<file path="config.mk">
export PLATFORM = sky130hd
export DESIGN_NAME = conv_trigger_result
export DESIGN_NICKNAME = d
export VERILOG_FILES = /design/src/pkg/conv_pkg.sv /design/src/rtl/conv_trigger_result.sv /design/src/rtl/conv_clock_prescaler.sv
export SDC_FILE = /design/constraint.sdc
export NUM_CORES = 1
export LEC_CHECK = 0
export BUFFER_PORTS_ARGS = -buffer_cell sky130_fd_sc_hd__buf_2
export CAP_MARGIN = 5
export CORE_AREA = 4 4 77 132
export CTS_BUF_LIST = sky130_fd_sc_hd__clkbuf_8 sky130_fd_sc_hd__clkbuf_16
export DETAILED_ROUTE_END_ITERATION = 8
export DIE_AREA = 0 0 81 136
export MAX_ROUTING_LAYER = met4
export PLACE_DENSITY = 0.62
export SLEW_MARGIN = 20
export SYNTH_ARGS = -nofsm -noshare
export SYNTH_HDL_FRONTEND = slang
export SYNTH_SLANG_ARGS = --single-unit
</file>
<file path="constraint.sdc">
create_clock -name clk -period 2.7 [get_ports clk]
set_input_delay 0.135 -clock clk [delete_from_list [all_inputs] [get_ports clk]]
set_output_delay 0.135 -clock clk [all_outputs]
set_load 0.05 [all_outputs]
</file>
<file path="src/pkg/conv_pkg.sv">
// constants, field layouts and types shared by the converter control logic
package conv_pkg;

   // ************************************************************
   // widths
   // ************************************************************
   localparam int ADDR_W = 3;
   localparam int DATA_W = 8;
   localparam int RES_W  = 10;
   localparam int EVT_N  = 3;

   // ************************************************************
   // register offsets (word index on the plain register port)
   // ************************************************************
   localparam logic [2:0] OFS_CONTROL_STATUS = 3'h0; // converter_control_status
   localparam logic [2:0] OFS_INPUT_SELECT   = 3'h1; // input_select_register
   localparam logic [2:0] OFS_RESULT_LOW     = 3'h2; // result_low_byte
   localparam logic [2:0] OFS_RESULT_HIGH    = 3'h3; // result_high_byte
   localparam logic [2:0] OFS_SPECIAL_FUNC   = 3'h4; // special_function_control
   localparam logic [2:0] OFS_EVENT_STATUS   = 3'h5; // sticky events, write one to clear
   localparam logic [2:0] OFS_EVENT_MASK     = 3'h6; // event interrupt mask

   // ************************************************************
   // field positions
   // ************************************************************
   localparam int CS_ENABLE_BIT   = 7;
   localparam int CS_START_BIT    = 6;
   localparam int CS_AUTO_BIT     = 5;
   localparam int CS_FLAG_BIT     = 4;
   localparam int CS_IRQ_EN_BIT   = 3;
   localparam int CS_DIV_LSB      = 0;
   localparam int IS_LEFT_BIT     = 5;
   localparam int IS_CHAN_LSB     = 0;
   localparam int SF_TRIG_LSB     = 5;
   localparam int SF_RSVD_BIT     = 4;
   localparam int SF_OTHER_LSB    = 0;
   localparam int EVT_DONE_BIT    = 0; // result written to data registers
   localparam int EVT_LOST_BIT    = 1; // result dropped while pair locked
   localparam int EVT_MISSED_BIT  = 2; // trigger edge while converting

   // ************************************************************
   // reset values
   // ************************************************************
   localparam logic [7:0] CONTROL_RESET   = 8'h00;
   localparam logic [7:0] INPUT_SEL_RESET = 8'h00;
   localparam logic [7:0] SPECIAL_RESET   = 8'h00;
   localparam logic [2:0] EVENT_RESET     = 3'h0;
   localparam logic [9:0] RESULT_RESET    = 10'h000;

   // ************************************************************
   // conversion lengths in converter clock cycles
   // ************************************************************
   localparam logic [4:0] CONV_FIRST_CYCLES  = 5'h19; // 25, first after enable
   localparam logic [4:0] CONV_NORMAL_CYCLES = 5'h0D; // 13

   // differential channel codes on the input channel bits
   localparam logic [4:0] DIFF_FIRST_CODE = 5'h08;
   localparam logic [4:0] DIFF_LAST_CODE  = 5'h1D;

   // ************************************************************
   // types
   // ************************************************************
   typedef struct packed {
      logic [2:0] addr;
      logic [7:0] wdata;
      logic       wr;
      logic       rd;
   } reg_req_t;

   typedef enum logic [1:0] {
      CONV_IDLE = 2'b00,
      CONV_RUN  = 2'b01,
      CONV_END  = 2'b11
   } conv_state_t;

   typedef enum logic [2:0] {
      TRIG_FREE_RUN     = 3'h0,
      TRIG_COMPARATOR   = 3'h1,
      TRIG_EXT_IRQ0     = 3'h2,
      TRIG_T0_COMPARE   = 3'h3,
      TRIG_T0_OVERFLOW  = 3'h4,
      TRIG_T1_COMPARE_B = 3'h5,
      TRIG_T1_OVERFLOW  = 3'h6,
      TRIG_T1_CAPTURE   = 3'h7
   } trig_src_t;

endpackage

</file>
<file path="src/rtl/conv_trigger_result.sv">
// conversion sequencing, trigger selection, result registers and interrupts
`timescale 1ns/1ps
// What this block does
// - completion interrupt request only when its enable and global enable are set.
// - converter clock is system clock divided by 2,2,4,8,16,32,64,128.
// - right adjusted: high bits 1:0 hold result 9:8, low holds 7:0.
// - left adjusted: high holds result 9:2, low bits 7:6 hold 1:0.
// - differential channel results are delivered in two's complement.
// - after a low byte read, results stay frozen until high is read.
// - trigger source field acts only while auto triggering is enabled.
// - auto triggering starts a conversion on each rising selected flag seen while idle.
// - switching from a clear source to a set one counts as edge.
// - switching to free running never makes a trigger by itself.
// - trigger codes map free run, comparator, int0, timer flags.
// - done flag sets on result write; vector or written one clears.
// - changing left adjust changes result presentation at once.
// - first conversion 25 converter cycles, later 13; start reads busy.
module conv_trigger_result
   import conv_pkg::*;
#(
   parameter int RESULT_W = RES_W
)
(
   // clock and reset
   input  wire logic           clk,
   input  wire logic           sys_rst,
   // register port
   input  wire reg_req_t       reg_req,
   output logic [7:0]          reg_rdata,
   // processor interrupt side
   input  wire logic           cpu_global_irq_enable,
   input  wire logic           irq_vector_ack,
   output logic                conv_done_irq_request,
   output logic                event_irq,
   // on-chip trigger event flags, codes 1 to 7
   input  wire logic [7:1]     trig_flags,
   // analog core
   input  wire logic [9:0]     core_result,
   output logic                core_enable,
   output logic                core_clk_tick,
   output logic                core_busy,
   output logic [4:0]          core_channel
);

   // ************************************************************
   // parameter check
   // ************************************************************
   generate
      if (RESULT_W != RES_W) begin : g_bad_width
         $error("result width must be 10 to fit the two byte layout");
      end
   endgenerate

   // ************************************************************
   // register state
   // ************************************************************
   logic              conv_enable;
   logic              auto_trigger_enable;
   logic              conv_done_flag;
   logic              conv_done_irq_enable;
   logic [2:0]        conv_clock_divider_select;
   logic              result_left_align;
   logic [4:0]        input_channel_bits;
   logic [2:0]        auto_trigger_source_select;
   logic [3:0]        special_other_bits;
   logic [EVT_N-1:0]  event_status;
   logic [EVT_N-1:0]  event_mask;
   logic [9:0]        conversion_result_bits;
   logic              result_locked;

   // conversion state
   conv_state_t       state;
   conv_state_t       next_state;
   logic [4:0]        ticks_left;
   logic [4:0]        next_ticks_left;
   logic              first_pending;
   logic [4:0]        conv_channel;
   logic              tick;

   // trigger edge state
   logic              trig_prev_level;
   logic [2:0]        trig_prev_select;

   // ************************************************************
   // register decode
   // ************************************************************
   wire wr_control = reg_req.wr && (reg_req.addr == OFS_CONTROL_STATUS);
   wire wr_input   = reg_req.wr && (reg_req.addr == OFS_INPUT_SELECT);
   wire wr_special = reg_req.wr && (reg_req.addr == OFS_SPECIAL_FUNC);
   wire wr_status  = reg_req.wr && (reg_req.addr == OFS_EVENT_STATUS);
   wire wr_mask    = reg_req.wr && (reg_req.addr == OFS_EVENT_MASK);
   wire rd_low     = reg_req.rd && (reg_req.addr == OFS_RESULT_LOW);
   wire rd_high    = reg_req.rd && (reg_req.addr == OFS_RESULT_HIGH);

   // software start and flag clear carried on the control write
   wire sw_start   = wr_control && reg_req.wdata[CS_START_BIT];
   wire sw_clear   = wr_control && reg_req.wdata[CS_FLAG_BIT];
   wire enable_new = wr_control ? reg_req.wdata[CS_ENABLE_BIT] : conv_enable;

   // ************************************************************
   // converter clock
   // ************************************************************
   conv_clock_prescaler u_prescaler (
      .clk            (clk),
      .sys_rst        (sys_rst),
      .run            (conv_enable),
      .divider_select (conv_clock_divider_select),
      .tick           (tick)
   );

   // ************************************************************
   // trigger selection and edge detection
   // ************************************************************
   wire [7:0] trig_vector = {trig_flags, conv_done_flag};
   wire       trig_level  = trig_vector[auto_trigger_source_select];
   // entering free running is not an edge even with the flag already set
   wire       into_free   = (auto_trigger_source_select == TRIG_FREE_RUN)
                          && (trig_prev_select != TRIG_FREE_RUN);
   // a change of select that lifts the level is an edge as well
   wire       trig_rise   = trig_level && !trig_prev_level && !into_free;
   wire       auto_start  = auto_trigger_enable && conv_enable && trig_rise;

   // ************************************************************
   // conversion sequencer
   // ************************************************************
   wire busy        = (state != CONV_IDLE);
   wire start_req   = (sw_start && enable_new) || auto_start;
   wire start_now   = (state == CONV_IDLE) && start_req && enable_new;
   wire missed_trig = auto_start && busy;
   wire last_tick   = (state == CONV_RUN) && tick && (ticks_left == 5'h01);
   wire finishing   = (state == CONV_END);
   wire write_res   = finishing && !result_locked;
   wire lost_res    = finishing && result_locked;

   // differential pairs come from the core offset binary; flip the sign bit
   wire       diff_sel    = (conv_channel >= DIFF_FIRST_CODE)
                         && (conv_channel <= DIFF_LAST_CODE);
   wire [9:0] coded_res   = diff_sel ? {~core_result[9], core_result[8:0]}
                                     : core_result;

   // next state of the sequencer
   always_comb begin
      next_state      = state;
      next_ticks_left = ticks_left;
      case (state)
         CONV_IDLE: begin
            if (start_now) begin
               next_state      = CONV_RUN;
               next_ticks_left = first_pending ? CONV_FIRST_CYCLES
                                               : CONV_NORMAL_CYCLES;
            end
         end
         CONV_RUN: begin
            if (last_tick) begin
               next_state = CONV_END;
            end else if (tick) begin
               next_ticks_left = 5'(ticks_left - 5'h01);
            end
         end
         CONV_END: begin
            next_state = CONV_IDLE;
         end
         default: begin
            next_state = CONV_IDLE;
         end
      endcase
      // turning the converter off ends any conversion at once
      if (!enable_new) begin
         next_state = CONV_IDLE;
      end
   end

   // sequencer registers
   always_ff @(posedge clk) begin
      if (sys_rst) begin
         state      <= CONV_IDLE;
         ticks_left <= 5'h00;
      end else begin
         state      <= next_state;
         ticks_left <= next_ticks_left;
      end
   end

   // first conversion marker, armed while off, spent on the next start
   always_ff @(posedge clk) begin
      if (sys_rst) begin
         first_pending <= 1'b1;
      end else if (!enable_new) begin
         first_pending <= 1'b1;
      end else if (start_now) begin
         first_pending <= 1'b0;
      end
   end

   // channel taken at start so a mid conversion change waits
   always_ff @(posedge clk) begin
      if (sys_rst) begin
         conv_channel <= 5'h00;
      end else if (start_now) begin
         conv_channel <= input_channel_bits;
      end
   end

   // trigger history for edge detection
   always_ff @(posedge clk) begin
      if (sys_rst) begin
         trig_prev_level  <= 1'b0;
         trig_prev_select <= TRIG_FREE_RUN;
      end else begin
         trig_prev_level  <= trig_level;
         trig_prev_select <= auto_trigger_source_select;
      end
   end

   // ************************************************************
   // result pair and read lock
   // ************************************************************
   always_ff @(posedge clk) begin
      if (sys_rst) begin
         conversion_result_bits <= RESULT_RESET;
      end else if (write_res) begin
         conversion_result_bits <= coded_res;
      end
   end

   // low byte read freezes the pair, high byte read frees it
   always_ff @(posedge clk) begin
      if (sys_rst) begin
         result_locked <= 1'b0;
      end else if (rd_high) begin
         result_locked <= 1'b0;
      end else if (rd_low) begin
         result_locked <= 1'b1;
      end
   end

   // presentation follows the align bit with no delay
   wire [7:0] view_low  = result_left_align
                        ? {conversion_result_bits[1:0], 6'h00}
                        : conversion_result_bits[7:0];
   wire [7:0] view_high = result_left_align
                        ? conversion_result_bits[9:2]
                        : {6'h00, conversion_result_bits[9:8]};

   // ************************************************************
   // control, select and special function registers
   // ************************************************************
   always_ff @(posedge clk) begin
      if (sys_rst) begin
         conv_enable               <= CONTROL_RESET[CS_ENABLE_BIT];
         auto_trigger_enable       <= CONTROL_RESET[CS_AUTO_BIT];
         conv_done_irq_enable      <= CONTROL_RESET[CS_IRQ_EN_BIT];
         conv_clock_divider_select <= CONTROL_RESET[CS_DIV_LSB +: 3];
      end else if (wr_control) begin
         conv_enable               <= reg_req.wdata[CS_ENABLE_BIT];
         auto_trigger_enable       <= reg_req.wdata[CS_AUTO_BIT];
         conv_done_irq_enable      <= reg_req.wdata[CS_IRQ_EN_BIT];
         conv_clock_divider_select <= reg_req.wdata[CS_DIV_LSB +: 3];
      end
   end

   // align bit and channel bits
   always_ff @(posedge clk) begin
      if (sys_rst) begin
         result_left_align  <= INPUT_SEL_RESET[IS_LEFT_BIT];
         input_channel_bits <= INPUT_SEL_RESET[IS_CHAN_LSB +: 5];
      end else if (wr_input) begin
         result_left_align  <= reg_req.wdata[IS_LEFT_BIT];
         input_channel_bits <= reg_req.wdata[IS_CHAN_LSB +: 5];
      end
   end

   // trigger select and the unrelated low bits; reserved bit not stored
   always_ff @(posedge clk) begin
      if (sys_rst) begin
         auto_trigger_source_select <= SPECIAL_RESET[SF_TRIG_LSB +: 3];
         special_other_bits         <= SPECIAL_RESET[SF_OTHER_LSB +: 4];
      end else if (wr_special) begin
         auto_trigger_source_select <= reg_req.wdata[SF_TRIG_LSB +: 3];
         special_other_bits         <= reg_req.wdata[SF_OTHER_LSB +: 4];
      end
   end

   // ************************************************************
   // completion flag
   // ************************************************************
   // a new result in the clearing cycle keeps the flag set
   wire next_done_flag = write_res
                      || (conv_done_flag && !sw_clear && !irq_vector_ack);

   always_ff @(posedge clk) begin
      if (sys_rst) begin
         conv_done_flag <= CONTROL_RESET[CS_FLAG_BIT];
      end else begin
         conv_done_flag <= next_done_flag;
      end
   end

   // ************************************************************
   // sticky events and mask
   // ************************************************************
   wire [EVT_N-1:0] event_set;
   assign event_set[EVT_DONE_BIT]   = write_res;
   assign event_set[EVT_LOST_BIT]   = lost_res;
   assign event_set[EVT_MISSED_BIT] = missed_trig;

   // one sticky bit per event, set beats the write of one
   genvar gi;
   generate
      for (gi = 0; gi < EVT_N; gi++) begin : g_event
         always_ff @(posedge clk) begin
            if (sys_rst) begin
               event_status[gi] <= EVENT_RESET[gi];
            end else begin
               event_status[gi] <= event_set[gi]
                  || (event_status[gi] && !(wr_status && reg_req.wdata[gi]));
            end
         end
      end
   endgenerate

   always_ff @(posedge clk) begin
      if (sys_rst) begin
         event_mask <= EVENT_RESET;
      end else if (wr_mask) begin
         event_mask <= reg_req.wdata[EVT_N-1:0];
      end
   end

   // ************************************************************
   // read data, one cycle after the strobe
   // ************************************************************
   wire [7:0] control_view = {conv_enable, busy, auto_trigger_enable, conv_done_flag,
                              conv_done_irq_enable, conv_clock_divider_select};
   wire [7:0] select_view  = {2'h0, result_left_align, input_channel_bits};
   wire [7:0] special_view = {auto_trigger_source_select, 1'b0,
                              special_other_bits};
   wire [7:0] status_view  = {5'h00, event_status};
   wire [7:0] mask_view    = {5'h00, event_mask};

   logic [7:0] read_mux;
   always_comb begin
      case (reg_req.addr)
         OFS_CONTROL_STATUS: read_mux = control_view;
         OFS_INPUT_SELECT:   read_mux = select_view;
         OFS_RESULT_LOW:     read_mux = view_low;
         OFS_RESULT_HIGH:    read_mux = view_high;
         OFS_SPECIAL_FUNC:   read_mux = special_view;
         OFS_EVENT_STATUS:   read_mux = status_view;
         OFS_EVENT_MASK:     read_mux = mask_view;
         default:            read_mux = 8'h00;
      endcase
   end

   // data only in the cycle after a read strobe
   always_ff @(posedge clk) begin
      if (sys_rst) begin
         reg_rdata <= 8'h00;
      end else begin
         reg_rdata <= reg_req.rd ? read_mux : 8'h00;
      end
   end

   // ************************************************************
   // outputs
   // ************************************************************
   assign conv_done_irq_request = conv_done_flag && conv_done_irq_enable
                               && cpu_global_irq_enable;
   assign event_irq     = |(event_status & event_mask);
   assign core_enable   = conv_enable;
   assign core_clk_tick = tick;
   assign core_busy     = busy;
   assign core_channel  = conv_channel;

endmodule

</file>
<file path="src/rtl/conv_clock_prescaler.sv">
// divider that makes the converter clock tick from the system clock
`timescale 1ns/1ps
module conv_clock_prescaler
   import conv_pkg::*;
(
   // clock and reset
   input  wire logic       clk,
   input  wire logic       sys_rst,
   // control
   input  wire logic       run,
   input  wire logic [2:0] divider_select,
   // converter clock tick, one system cycle wide
   output logic            tick
);

   // ************************************************************
   // division factor
   // ************************************************************
   logic [6:0] count;
   logic [6:0] next_count;
   logic [6:0] terminal;
   logic       wrap;

   // codes 0 and 1 both divide by 2, then powers of two up to 128
   assign terminal   = (divider_select <= 3'h1) ? 7'h01
                     : 7'((8'h01 << divider_select) - 8'h01);
   assign wrap       = (count >= terminal);
   assign next_count = (!run || wrap) ? 7'h00 : 7'(count + 7'h01);

   // free counter, held at zero while the converter is off
   always_ff @(posedge clk) begin
      if (sys_rst) begin
         count <= 7'h00;
         tick  <= 1'b0;
      end else begin
         count <= next_count;
         tick  <= run && wrap;
      end
   end

endmodule

</file>
Yosys cells after proc, flatten, opt, wreduce, memory -nomap -nowiden:

Cells that the tools add are included.

* register bits: 70
* input port bits: 34
* word-level logic and storage cells: 128

* shifts and indexed selects: 1
* equality and inequality tests: 13
* $lt $le $gt $ge: 5
* multiplexer cells: 16
* bitwise logic cells: 4
* add/subtract/negate cells: 3
* reduce and logical (&&, ||, !) cells: 62

Operators by type and width (count)
* case mux 8 bit (7 select lines): 1
* logical AND 1 bit: 34
* 2-to-1 mux 5 bit: 4
* 2-to-1 mux 8 bit: 2
* 2-to-1 mux 10 bit: 1
* case mux 5 bit (2 select lines): 1
* equality test 3 bit (second input constant): 3
* zero test 1 bit: 9
* OR reduction 2 bit: 4
* adder 7 x 1 -> 7 bit (second input constant): 1
* greater-or-equal comparator 7 bit: 1
* 2-to-1 mux 7 bit: 1
* << shifter 1 x 3 -> 7 bit (first input constant): 1
* subtractor 7 x 1 -> 7 bit (second input constant): 1
* equality test 3 x 2 -> 1 bit (second input constant): 2
* zero test 3 bit: 2
* logical OR 1 bit: 6
* inequality test 2 bit (second input constant): 3
* equality test 5 x 1 -> 1 bit (second input constant): 1
* greater-or-equal comparator 5 x 4 -> 1 bit (second input constant): 1
* less-or-equal comparator 5 bit (second input constant): 1
* subtractor 5 x 1 -> 5 bit (second input constant): 1
* < comparator 3 x 4 -> 1 bit (second input constant): 1
* 2-to-1 mux 2 bit: 2
* 16 further kinds: 20

Depth between registers and ports, before layout:

Gate-level depths: netlist of run 1.

* depth after elaboration: 10
* mapped depth: 9
* gate-level depth less buffers: 9

Modules after synthesis:

From an unflattened synthesis of run 1, not the netlist that was laid out.

* cells, all modules: 390
* area total of the unflattened synthesis: 3457.1 um2

By module, submodules not included
* conv_trigger_result: instances 1, seq. area each 1241.2 um2, cells each 327, area an instance 2911.5 um2
* conv_clock_prescaler: instances 1, seq. area each 160.2 um2, cells each 63, area an instance 545.5 um2

Least setup slack after synthesis of run 1:

No wires, ideal clock.

* path kind: reg-to-reg
* from: register state[0]
* to: register conv_channel[4], in the netlist core_channel[4]
* setup slack: 0.516 ns
* clock period less this slack: 2.184 ns
* required time: 2.572 ns
* library setup time: 0.128 ns
* cell stages (with the launch flop): 7
* data arrival time: 2.056 ns
* cell sequence: dfxtp_1 nor2_1 inv_1 or4_4 o22ai_4 mux2i_1 nor2_1

* word-level cells in the longest chain between the ends: 3

Ends and longest elaborated chain
* start: declaration: RTL line conv_trigger_result.sv:72 `conv_state_t state;`
* start signal: assignment: RTL line conv_trigger_result.sv:179 `state <= next_state;`
* zero test 2 bit: RTL line conv_trigger_result.sv:128 `wire start_now = (state == CONV_IDLE) && start_req && enable_new;`
* logical AND 1 bit (2 in a row): RTL line conv_trigger_result.sv:128
* end signal: assignment: RTL line conv_trigger_result.sv:200 `conv_channel <= input_channel_bits;`
* end: declaration: RTL line conv_trigger_result.sv:77 `logic [4:0] conv_channel;`

Every way passes these cells.
A chain may end at the register's enable or synchronous reset.

Final worst setup path of run 1:

* from: register state[1]
* to: register conv_channel[4], in the netlist core_channel[4]

The elaborated chain is that of the path after synthesis.

==> summary.txt, run 1 <==
Status
  – Outcome: finished, final reports clean

STA
  – Fmax: 441 MHz
  – Final Slew Violations: 0
  – Final TNS setup: 0 ns
  – Worst Tran Pin Value: 0.616 ns
  – Final hold viol count: 0
  – RSZ-0062 raised after global routing: false
  – Final setup viols: 0
  – Skew final: 0.00594 ns
  – Tcrit/Tclk final: 83.9%
  – Max_slew headroom: 58.5%
  – Final min period: 2.27 ns

Logic synthesis
  – Number of synthesized register bits: 70
  – Synth cell types: 56
  – Mux cell area share after synthesis: 11.9%
  – Mapped cell area: 0.00336 mm²
  – Primary FF master, synth: dfxtp_1
  – Post-Synth Adder-Cell Area: 4.10%
  – Most common cell in the netlist: nor2_1
  – Ys Warns: 0
  – Seq/Total Area, Yosys: 41.7%
  – Cell taking the most area after synthesis: dfxtp_1
  – Mapped Nets: 431
  – Avg Cell Area, Syn: 8.70 µm²
  – Post-synth EDFFs: 0
  – Synth Area in Simple Gates: 22.0%
  – Synthesized instance count: 386
  – Area contributors post-synth: dfxtp_1, mux2i_1, nor2_1
  – FFs w/ async S/R, synth: 0%
  – Commonest cells in the synthesized netlist: nor2_1, dfxtp_1, nand2_1, mux2i_1, a21oi_1
  – Largest family of logic cells by synthesized area: simple AND/OR/NAND/NOR gates
  – Post-synthesis compound-gate area fraction: 14.7%
  – Xor and xnor area share after synthesis: 1.57%
  – Area share of the largest cell type after synthesis: 41.7%

Setup path
  – Worst path max stage delay: 0.57 ns
  – CP Launch Type: register
  – Launch point of the worst reg-to-reg path: state[1]
  – Critical Path Fanout Max: 11
  – Slowest CP cell: or4_4
  – CP endpoint kind: register
  – Worst r2r path cells: 6
  – Critical Path Most Common Cell: nor2_1
  – Critical Path RT: 2.89 ns
  – Reg2reg end: core_channel[4]
  – Reg2Reg Setup Slack: 0.43 ns
  – Critical path's top delay family: simple AND/OR/NAND/NOR gates
  – Crit path cell chain: nor2_1 > inv_1 > or4_4 > o22ai_4 > mux2i_1 > nor2_1
  – Crit Path Class: register to register
  – Crit path DAT: 2.46 ns
  – Buffers & Inverters on Critical Path: 1
  – WP depth: 6

Floorplanning
  – Site Rows: 46
  – Top-Level Pins: 52
  – Die X: 81 µm
  – Die area: 0.0110 mm²
  – Core Region: 0.00909 mm²
  – Chip height: 136 µm
  – Initial Utilization: 36.9%

Drt
  – Vias/cell: 5.14
  – Initial DRC Count: 204
  – Drt total wl: 8.86 mm
  – Total number of vias: 2893
  – Number of nets with antenna violations after routing: 0
  – Drt drc: 0
  – Drt first pass iters: 4
  – Wire per inst: 15.7 µm

Placed design
  – Post-DP Area: 0.00375 mm²
  – Hpwl dp: 6.68 mm
  – PortBufs: 51
  – Routability Congestion: 0.821

Clock network
  – Clk_lat worst skew: 0.33 ns
  – Number of CTS-inserted buffers: 9
  – Clock Path Buffers: 2
  – Number of clock sinks: 70
  – Cts hold-fix bufs: 0
  – Resize count post-CTS: 0
  – CTS tree: built
  – CTS clk-pin slew, worst paths: 0.06 ns
  – Root Driver: clkbuf_16
  – Post-CTS Setup Repair Bufs: 0
  – Htree depth: 3

Power
  – Leakage: 1.60 nW
  – P per Cell Area: 587 mW/mm²
  – Peak VDD IR: 0.349 mV

Cells and area
  – FILL cells: 944
  – Antenna cells: 0
  – Multi-input logic area: 0.00183 mm²
  – Area growth syn-to-layout: 20.8%
  – Seq. cell area: 0.00140 mm²
  – Final nets: 483
  – Fraction of layout cells with a size suffix above 1: 19.6%
  – Post-route cell area: 0.00406 mm²

Min path
  – Worst Min Path Start: core_result[8]
  – Worst Hold Depth: 3
  – Hold Crit Endpoint: conversion_result_bits[8]
  – Hold/Removal Path Class: primary input to register

Flow run
  – Max_cap viols: 0

Global routing
  – Largest net degree at the start of global routing: 53
  – Global-route wire length before repair: 13.9 mm
  – Vias in the first global route: 2808
  – Initial antenna violation count: 0
  – Grt total ovfl: 0
  – Tot GR Track Use: 17.3%
-- state kept, by name (all words and copies together), names as in the netlist, 2 cells and up --
name                        flops
conversion_result_bits         10
reg_rdata                       8
u_prescaler.count               7
core_channel                    5
input_channel_bits              5
ticks_left                      5
special_other_bits              4
auto_trigger_source_select      3
conv_clock_divider_select       3
event_mask                      3
event_status                    3
trig_prev_select                3
state                           2
-- worst max path at each step --
stage                            endpoint                     startpoint
after floorplan           core_channel[4]                       state[0]
after CTS                 core_channel[4]                       state[1]
final                     core_channel[4]                       state[1]
after detailed placement    ticks_left[3]  auto_trigger_source_select[1]
after global routing      core_channel[4]                       state[1]
after global placement    core_channel[1]                       state[1]
-- kinds of logic (layout without fill, tap and decap cells) --
kind of cell,Yosys count,after routing
and+or+nand+nor,157,157
AOI/OAI and AO/OA,70,70
DFF,70,70
muxes,38,38
buffers and inverters,33,90
adders and majority gates,11,11
xor gates and xnor gates,6,6
other,1,1
-- placed cells by master (no fill, tap or decap), types with 7 or more instances in the layout --
master     instances
o21ai_0            8
buf_2             51
nor2_1            72
inv_1             16
buf_4              9
nor3_1             8
mux2i_1           33
nand3_1            7
nand2_1           34
clkbuf_16          9
a21oi_1           23
ha_1              11
dfxtp_1           70
nand2b_1           8
a22oi_1            8
-- stage by stage --
step	power, W	instances	worst slack, ns	hold slack [ns]	util (%)
final	0.00238	563	0.435	0.0447	44.6
after global routing	0.00247	563	0.303	0.0472	44.6
after CTS	0.00241	563	0.429	0.0318	44.6
after detailed placement	0.00122	547	0.430	0.384	41.3
after global placement	0.00122	547	0.495	0.364	41.3
after floorplan	0.00116	386	0.516	0.251	-
-- metal layers --
layer  vias to the layer above  share of wire (%)  GRT usage, %
li1                       1459                  -             -
met1                      1359                 40          18.3
met2                        58                 54          29.8
met3                        17                3.7          3.45
met4                         0                2.7          8.65
met5                         -                  0             -
-- worst register-to-register path: stages (launching register included) --
cell and delay, ns:
dfxtp_1 0.40, nor2_1 0.35, inv_1 0.17, or4_4 0.57, o22ai_4 0.34, mux2i_1 0.24, nor2_1 0.06
-- layout make-up --
| class | count | share of cell area (%) |
|---|---|---|
| repair buffers | 60 | 7.96 |
| well taps | 120 | 3.70 |
| multi-input cells | 283 | 45.0 |
| clock inverters | 5 | 1.23 |
| inverters | 14 | 1.30 |
| clock buffers | 11 | 6.23 |
| flip-flops and latches | 70 | 34.6 |
-- power breakdown --
part           switching (W)  internal [W]  leakage (nW)
registers          0.0000101       0.00104         0.565
clock network       0.000425      0.000757         0.154
logic              0.0000876     0.0000575         0.883
Power figures use the tool's default switching activity.
==> inputs of run 2 (changes only) <==
PLACE_DENSITY = 0.64   (was 0.62)
clock period = 1.9 ns   (was 2.7 ns; I/O delays follow)
==> summary.txt, run 2 (synthesis results as in run 1) <==
Status
  – Outcome: finished, final reports clean

Drt
  – Total number of vias: 2961
  – Initial DRC Count: 227
  – Drt drc: 0
  – Drt total wl: 8.99 mm
  – Wire per inst: 15.4 µm
  – Number of nets with antenna violations after routing: 0
  – Vias/cell: 5.06
  – Drt first pass iters: 4

Setup path
  – Critical Path Fanout Max: 7
  – Critical Path Most Common Cell: buf_6
  – CP endpoint kind: register
  – Crit path DAT: 2.06 ns
  – Reg2reg end: ticks_left[3]
  – Crit Path Class: register to register
  – Worst path max stage delay: 0.51 ns
  – Reg2Reg Setup Slack: 0.06 ns
  – Critical Path RT: 2.12 ns
  – Worst r2r path cells: 7
  – CP Launch Type: register
  – Slowest CP cell: mux4_2
  – Launch point of the worst reg-to-reg path: auto_trigger_source_select[1]
  – Buffers & Inverters on Critical Path: 3
  – Critical path's top delay family: multiplexers
  – Crit path cell chain: mux4_2 > o21ai_2 > buf_6 > o22ai_4 > buf_12 > buf_6 > o311a_1

Global routing
  – Largest net degree at the start of global routing: 53
  – Initial antenna violation count: 0
  – Grt total ovfl: 0
  – Tot GR Track Use: 18.2%
  – Global-route wire length before repair: 14.7 mm
  – Vias in the first global route: 2972

Power
  – Clk pwr share: 46.6%
  – Leakage: 1.73 nW
  – Comb pwr share: 7.0%
  – P per Cell Area: 752 mW/mm²
  – Sw Share: 22.3%
  – Power Total: 0.00323 W
  – Cell Int Power: 0.00251 W
  – Sw Pwr: 0.000719 W
  – Sequential fraction of design power: 46.4%
  – Peak VDD IR: 0.496 mV

STA
  – Tcrit/Tclk final: 96.9%
  – Fmax: 543 MHz
  – Skew final: 0.00699 ns
  – Worst Tran Pin Value: 0.804 ns
  – Max_slew headroom: 45.0%
  – Final Slew Violations: 0
  – Final min period: 1.84 ns
  – Final TNS setup: 0 ns
  – Final setup viols: 0
  – Final hold viol count: 0
  – RSZ-0062 raised after global routing: true
  – PnR worst setup slack: 0.0589 ns

Clock network
  – CTS clk-pin slew, worst paths: 0.05 ns
  – Number of clock sinks: 70
  – Number of CTS-inserted buffers: 9
  – Clock Path Buffers: 2
  – Clk_lat worst skew: 0.33 ns
  – Root Driver: clkbuf_16
  – CTS tree: built
  – Htree depth: 3
  – Post-CTS Setup Repair Bufs: 0

Min path
  – Worst Hold Depth: 3
  – Hold Crit Endpoint: conversion_result_bits[7]
  – Worst Min Path Start: core_result[7]
  – Hold/Removal Path Class: primary input to register

Cells and area
  – Fraction of layout cells with a size suffix above 1: 26.5%
  – Area growth syn-to-layout: 28.0%
  – Largest register FFs: 10
  – Top reg by flops: conversion_result_bits
  – Post-route cell area: 0.00430 mm²
  – Commonest non-fill, non-tap cell in the layout: nor2_1
  – Top flop regs: conversion_result_bits (10), reg_rdata (8), u_prescaler.count (7)
  – Antenna cells: 0
  – Final nets: 506
  – Commonest non-fill, non-tap cells in the layout: nor2_1, dfxtp_1, buf_2

Placed design
  – PortBufs: 51
  – Post-DP Area: 0.00393 mm²
  – Pre-CTS setup slack: -0.0541 ns
  – Hpwl dp: 6.72 mm
  – Routability Congestion: 0.860

Floorplanning
  – Initial Utilization: 36.9%
  – Chip height: 136 µm
  – Site Rows: 46
  – Die X: 81 µm
  – Core Region: 0.00909 mm²
  – Die area: 0.0110 mm²
  – Top-Level Pins: 52

Flow run
  – Max_cap viols: 0
run 2: metal layers:
metal  up-vias  track usage, %  routed length [µm]
met1      1381            19.5                3470
met2        54            31.2                4880
li1       1505               -                   -
met5         -               -                   0
met4         0            9.02                 337
met3        21            3.65                 302
run 2: tightest hold or removal path: cells and delay by family:
kind / cells / cell delay, ns
AO/OA/AOI/OAI: 1 / 0.05
buffers and inverters: 1 / 0.10
AND/OR/NAND/NOR: 1 / 0.05
run 2: worst max-delay path by stage:
stage,startpoint,endpoint,slack [ns],cells after the start
global placement,auto_trigger_source_select[1],ticks_left[1],0.02,7
detailed placement,auto_trigger_source_select[1],ticks_left[1],-0.05,7
floorplan,core_enable,core_channel[4],0.005,5
finish,auto_trigger_source_select[1],ticks_left[3],0.06,7
CTS,auto_trigger_source_select[1],ticks_left[2],-0.005,8
global route,trig_prev_select[1],core_channel[0],-0.03,7
run 2: repair_timing:
action                     in CTS  in global routing
resized for setup               4                 15
hold endpoints to repair        3                  0
pin swaps                       0                  4
hold buffers                    3                  0
setup endpoints to repair       2                 16
run 2: final cells by class:
cell class                 count  area (µm²)
clock inverter                 4        16.3
timing repair buffer          83         523
inverter                      14        55.1
fill                         941        4800
multi-input combinational    283        1890
tap                          120         150
clock buffer                  11         253
sequential                    70        1410
run 2: through the flow:
stage,cells,utilization [%],hold WS (ns)
floorplan,386,-,0.211
global placement,567,43.2,0.323
detailed placement,567,43.2,0.337
CTS,585,46.6,0.000342
finish,585,47.2,0.00631
global route,585,47.2,0.0216
run 2: power by group through the flow:
stage	sequential [W]	clock (W)	combinational [W]
after detailed placement	0.00153	0	0.000218
after CTS	0.00150	0.00154	0.000225
after global routing	0.00150	0.00161	0.000250
final	0.00150	0.00150	0.000227
after floorplan	0.00153	0	0.000117
after global placement	0.00153	0	0.000216
==> inputs of run 3 (changes only) <==
ABC_AREA = 1   (was not set)
CORE_AREA = 4 4 76 131   (was 4 4 77 132)
DIE_AREA = 0 0 80 135   (was 0 0 81 136)
==> summary.txt, run 3 <==
Status
  – Outcome: complete, but fails checks
  – Failing checks: negative setup slack

Setup path
  – CP endpoint kind: register
  – Launch point of the worst reg-to-reg path: conv_clock_divider_select[1]
  – Crit Path Class: register to register
  – Worst path max stage delay: 0.35 ns
  – Critical Path Fanout Max: 7
  – CP Launch Type: register
  – Reg2reg end: u_prescaler.count[2]
  – Slowest CP cell: dfxtp_2
  – Crit path cell chain: buf_4 > nand3_1 > ha_1 > nand3_1 > nor2_1 > nand3_1 > o2111ai_2 > nor2_1 > nand2_2 > nor3_2
  – Critical path's top delay family: simple AND/OR/NAND/NOR gates
  – Critical Path Most Common Cell: nand3_1
  – Critical Path RT: 2.16 ns
  – Buffers & Inverters on Critical Path: 1
  – Reg2Reg Setup Slack: -0.06 ns
  – Crit path DAT: 2.21 ns
  – Worst r2r path cells: 10

Logic synthesis
  – Area contributors post-synth: dfxtp_1, inv_1, a21oi_1
  – Most common cell in the netlist: dfxtp_1
  – Commonest cells in the synthesized netlist: dfxtp_1, inv_1, nor2_1, a21oi_1, nand2_1
  – Number of synthesized register bits: 70
  – Synth cell types: 41
  – Ys Warns: 0
  – Mapped Nets: 481
  – Seq/Total Area, Yosys: 42.5%
  – FFs w/ async S/R, synth: 0%
  – Post-synth EDFFs: 0
  – Synthesized instance count: 436
  – Area share of the largest cell type after synthesis: 42.5%
  – Mapped cell area: 0.00330 mm²
  – Primary FF master, synth: dfxtp_1
  – Cell taking the most area after synthesis: dfxtp_1
  – Avg Cell Area, Syn: 7.57 µm²

Global routing
  – Global-route wire length before repair: 14.6 mm
  – Vias in the first global route: 3116
  – Tot GR Track Use: 17.9%
  – Initial antenna violation count: 0
  – Grt total ovfl: 0
  – Largest net degree at the start of global routing: 23

Power
  – Leakage: 1.72 nW
  – Power Total: 0.00355 W
  – P per Cell Area: 856 mW/mm²
  – Peak VDD IR: 0.446 mV

Drt
  – Number of nets with antenna violations after routing: 0
  – Drt first pass iters: 5
  – Initial DRC Count: 154
  – Total number of vias: 3118
  – Drt total wl: 8.92 mm
  – Drt drc: 0
  – Wire per inst: 14.2 µm
  – Vias/cell: 4.96

Cells and area
  – Commonest non-fill, non-tap cell in the layout: dfxtp_1
  – Largest register FFs: 10
  – Core Util, Final: 46.2%
  – Commonest non-fill, non-tap cells in the layout: dfxtp_1, inv_1, nor2_1
  – Top reg by flops: conversion_result_bits
  – Post-route cell area: 0.00415 mm²
  – Final nets: 548
  – Area growth syn-to-layout: 25.8%
  – Top flop regs: conversion_result_bits (10), reg_rdata (8), u_prescaler.count (7)
  – Fraction of layout cells with a size suffix above 1: 23.2%
  – Antenna cells: 0

Floorplanning
  – Chip height: 135 µm
  – Die area: 0.0108 mm²
  – Die X: 80 µm
  – Initial Utilization: 36.8%
  – Top-Level Pins: 52
  – Core Region: 0.00898 mm²
  – Site Rows: 46

Clock network
  – Htree depth: 3
  – Clk_lat worst skew: 0.34 ns
  – Number of clock sinks: 70
  – Root Driver: clkbuf_16
  – Clock Path Buffers: 2
  – CTS clk-pin slew, worst paths: 0.06 ns
  – CTS tree: built
  – Number of CTS-inserted buffers: 9

STA
  – RSZ-0062 raised after global routing: true
  – PnR worst setup slack: -0.0581 ns
  – Final setup viols: 1
  – Final min period: 1.96 ns
  – Max_slew headroom: 66.1%
  – Hold_ws: 0.0227 ns
  – Final Slew Violations: 0
  – Tcrit/Tclk final: 103%
  – Final hold viol count: 0
  – Fmax: 511 MHz
  – Skew final: 0.00590 ns
  – Worst Tran Pin Value: 0.508 ns

Flow run
  – Max_cap viols: 0

Min path
  – Worst Hold Depth: 3
  – Hold Crit Endpoint: conv_done_flag
  – Worst Min Path Start: irq_vector_ack
  – Hold/Removal Path Class: primary input to register

Placed design
  – Post-DP Area: 0.00371 mm²
  – PortBufs: 51
  – Routability Congestion: 0.849
  – Hpwl dp: 6.68 mm
==> run 3: changes by cell type after synthesis, moves of 7 or more <==
cell      before  now
a21oi_1       23   47
nand3_1        7   28
nand2b_1       8    0
mux2i_1       33    0
inv_1         14   63
o21ai_0        8   41
clkbuf_1      14    5
nor2_1        72   55
nand2_1       34   46
a22oi_1        8    1
==> run 3: cells by family (layout without fill, tap and decap cells) <==
family | after synthesis | in the layout | synth area share [%]
AOI/OAI and AO/OA | 121 | 121 | 21.1
and+or+nand+nor | 152 | 152 | 21.4
xor gates and xnor gates | 5 | 5 | 1.33
DFF | 70 | 70 | 42.5
adders and majority gates | 11 | 11 | 4.17
buffers and inverters | 76 | 148 | 9.44
other | 1 | 1 | 0.114
==> run 3: worst max-delay path by stage <==
stage	start	endpoint	cells after the start
after floorplan	conv_clock_divider_select[1]	u_prescaler.count[2]	12
after global placement	conv_clock_divider_select[1]	u_prescaler.count[2]	12
after detailed placement	conv_clock_divider_select[2]	u_prescaler.count[2]	12
after CTS	conv_clock_divider_select[2]	u_prescaler.count[2]	12
after global routing	conv_clock_divider_select[2]	u_prescaler.count[2]	12
final	conv_clock_divider_select[1]	u_prescaler.count[2]	10
==> run 3: power breakdown <==
group / switching (W) / internal (W) / total, W
logic: 0.000143 / 0.0000915 / 0.000235
clock network: 0.000638 / 0.00118 / 0.00182
registers: 0.0000142 / 0.00149 / 0.00150
total: 0.000795 / 0.00276 / 0.00355
==> run 3: final cells by class <==
class                   instances  area [µm²]
multi-input cells             290        1640
repair buffers                 66         380
flip-flops and latches         70        1410
well taps                     120         150
inverters                      66         250
clock inverters                 6        85.1
clock buffers                  10         239
fillers                       943        4830
==> run 3: stage by stage <==
stage	setup slack (ns)	instances	setup TNS, ns
final	-0.0581	628	-0.0581
after global placement	0.0457	606	0
after detailed placement	-0.0339	606	-0.0339
after global routing	-0.169	628	-0.630
after floorplan	0.150	436	0
after CTS	0.00594	627	0
==> run 3: timing repair <==
item / CTS / global route
endpoints found under the setup margin: 3 / 13
buffers inserted: 0 / 1
pin swaps: 2 / 7
endpoints found under the hold margin: 5 / 0
resized for setup: 2 / 19
hold buffers: 5 / 0
==> run 3: per-layer routing <==
| layer | GRT usage (%) | vias to the layer above | share of wire [%] |
|---|---|---|---|
| met2 | 31.1 | 68 | 54 |
| met3 | 4.34 | 21 | 4.0 |
| met5 | - | - | 0 |
| met4 | 8.36 | 0 | 2.9 |
| met1 | 18.8 | 1438 | 39 |
| li1 | - | 1591 | - |
==> run 3: worst min-delay path, delay by kind of cell <==
family          cells  cell delay (ns)
buf+inv             1             0.08
compound gates      2             0.13
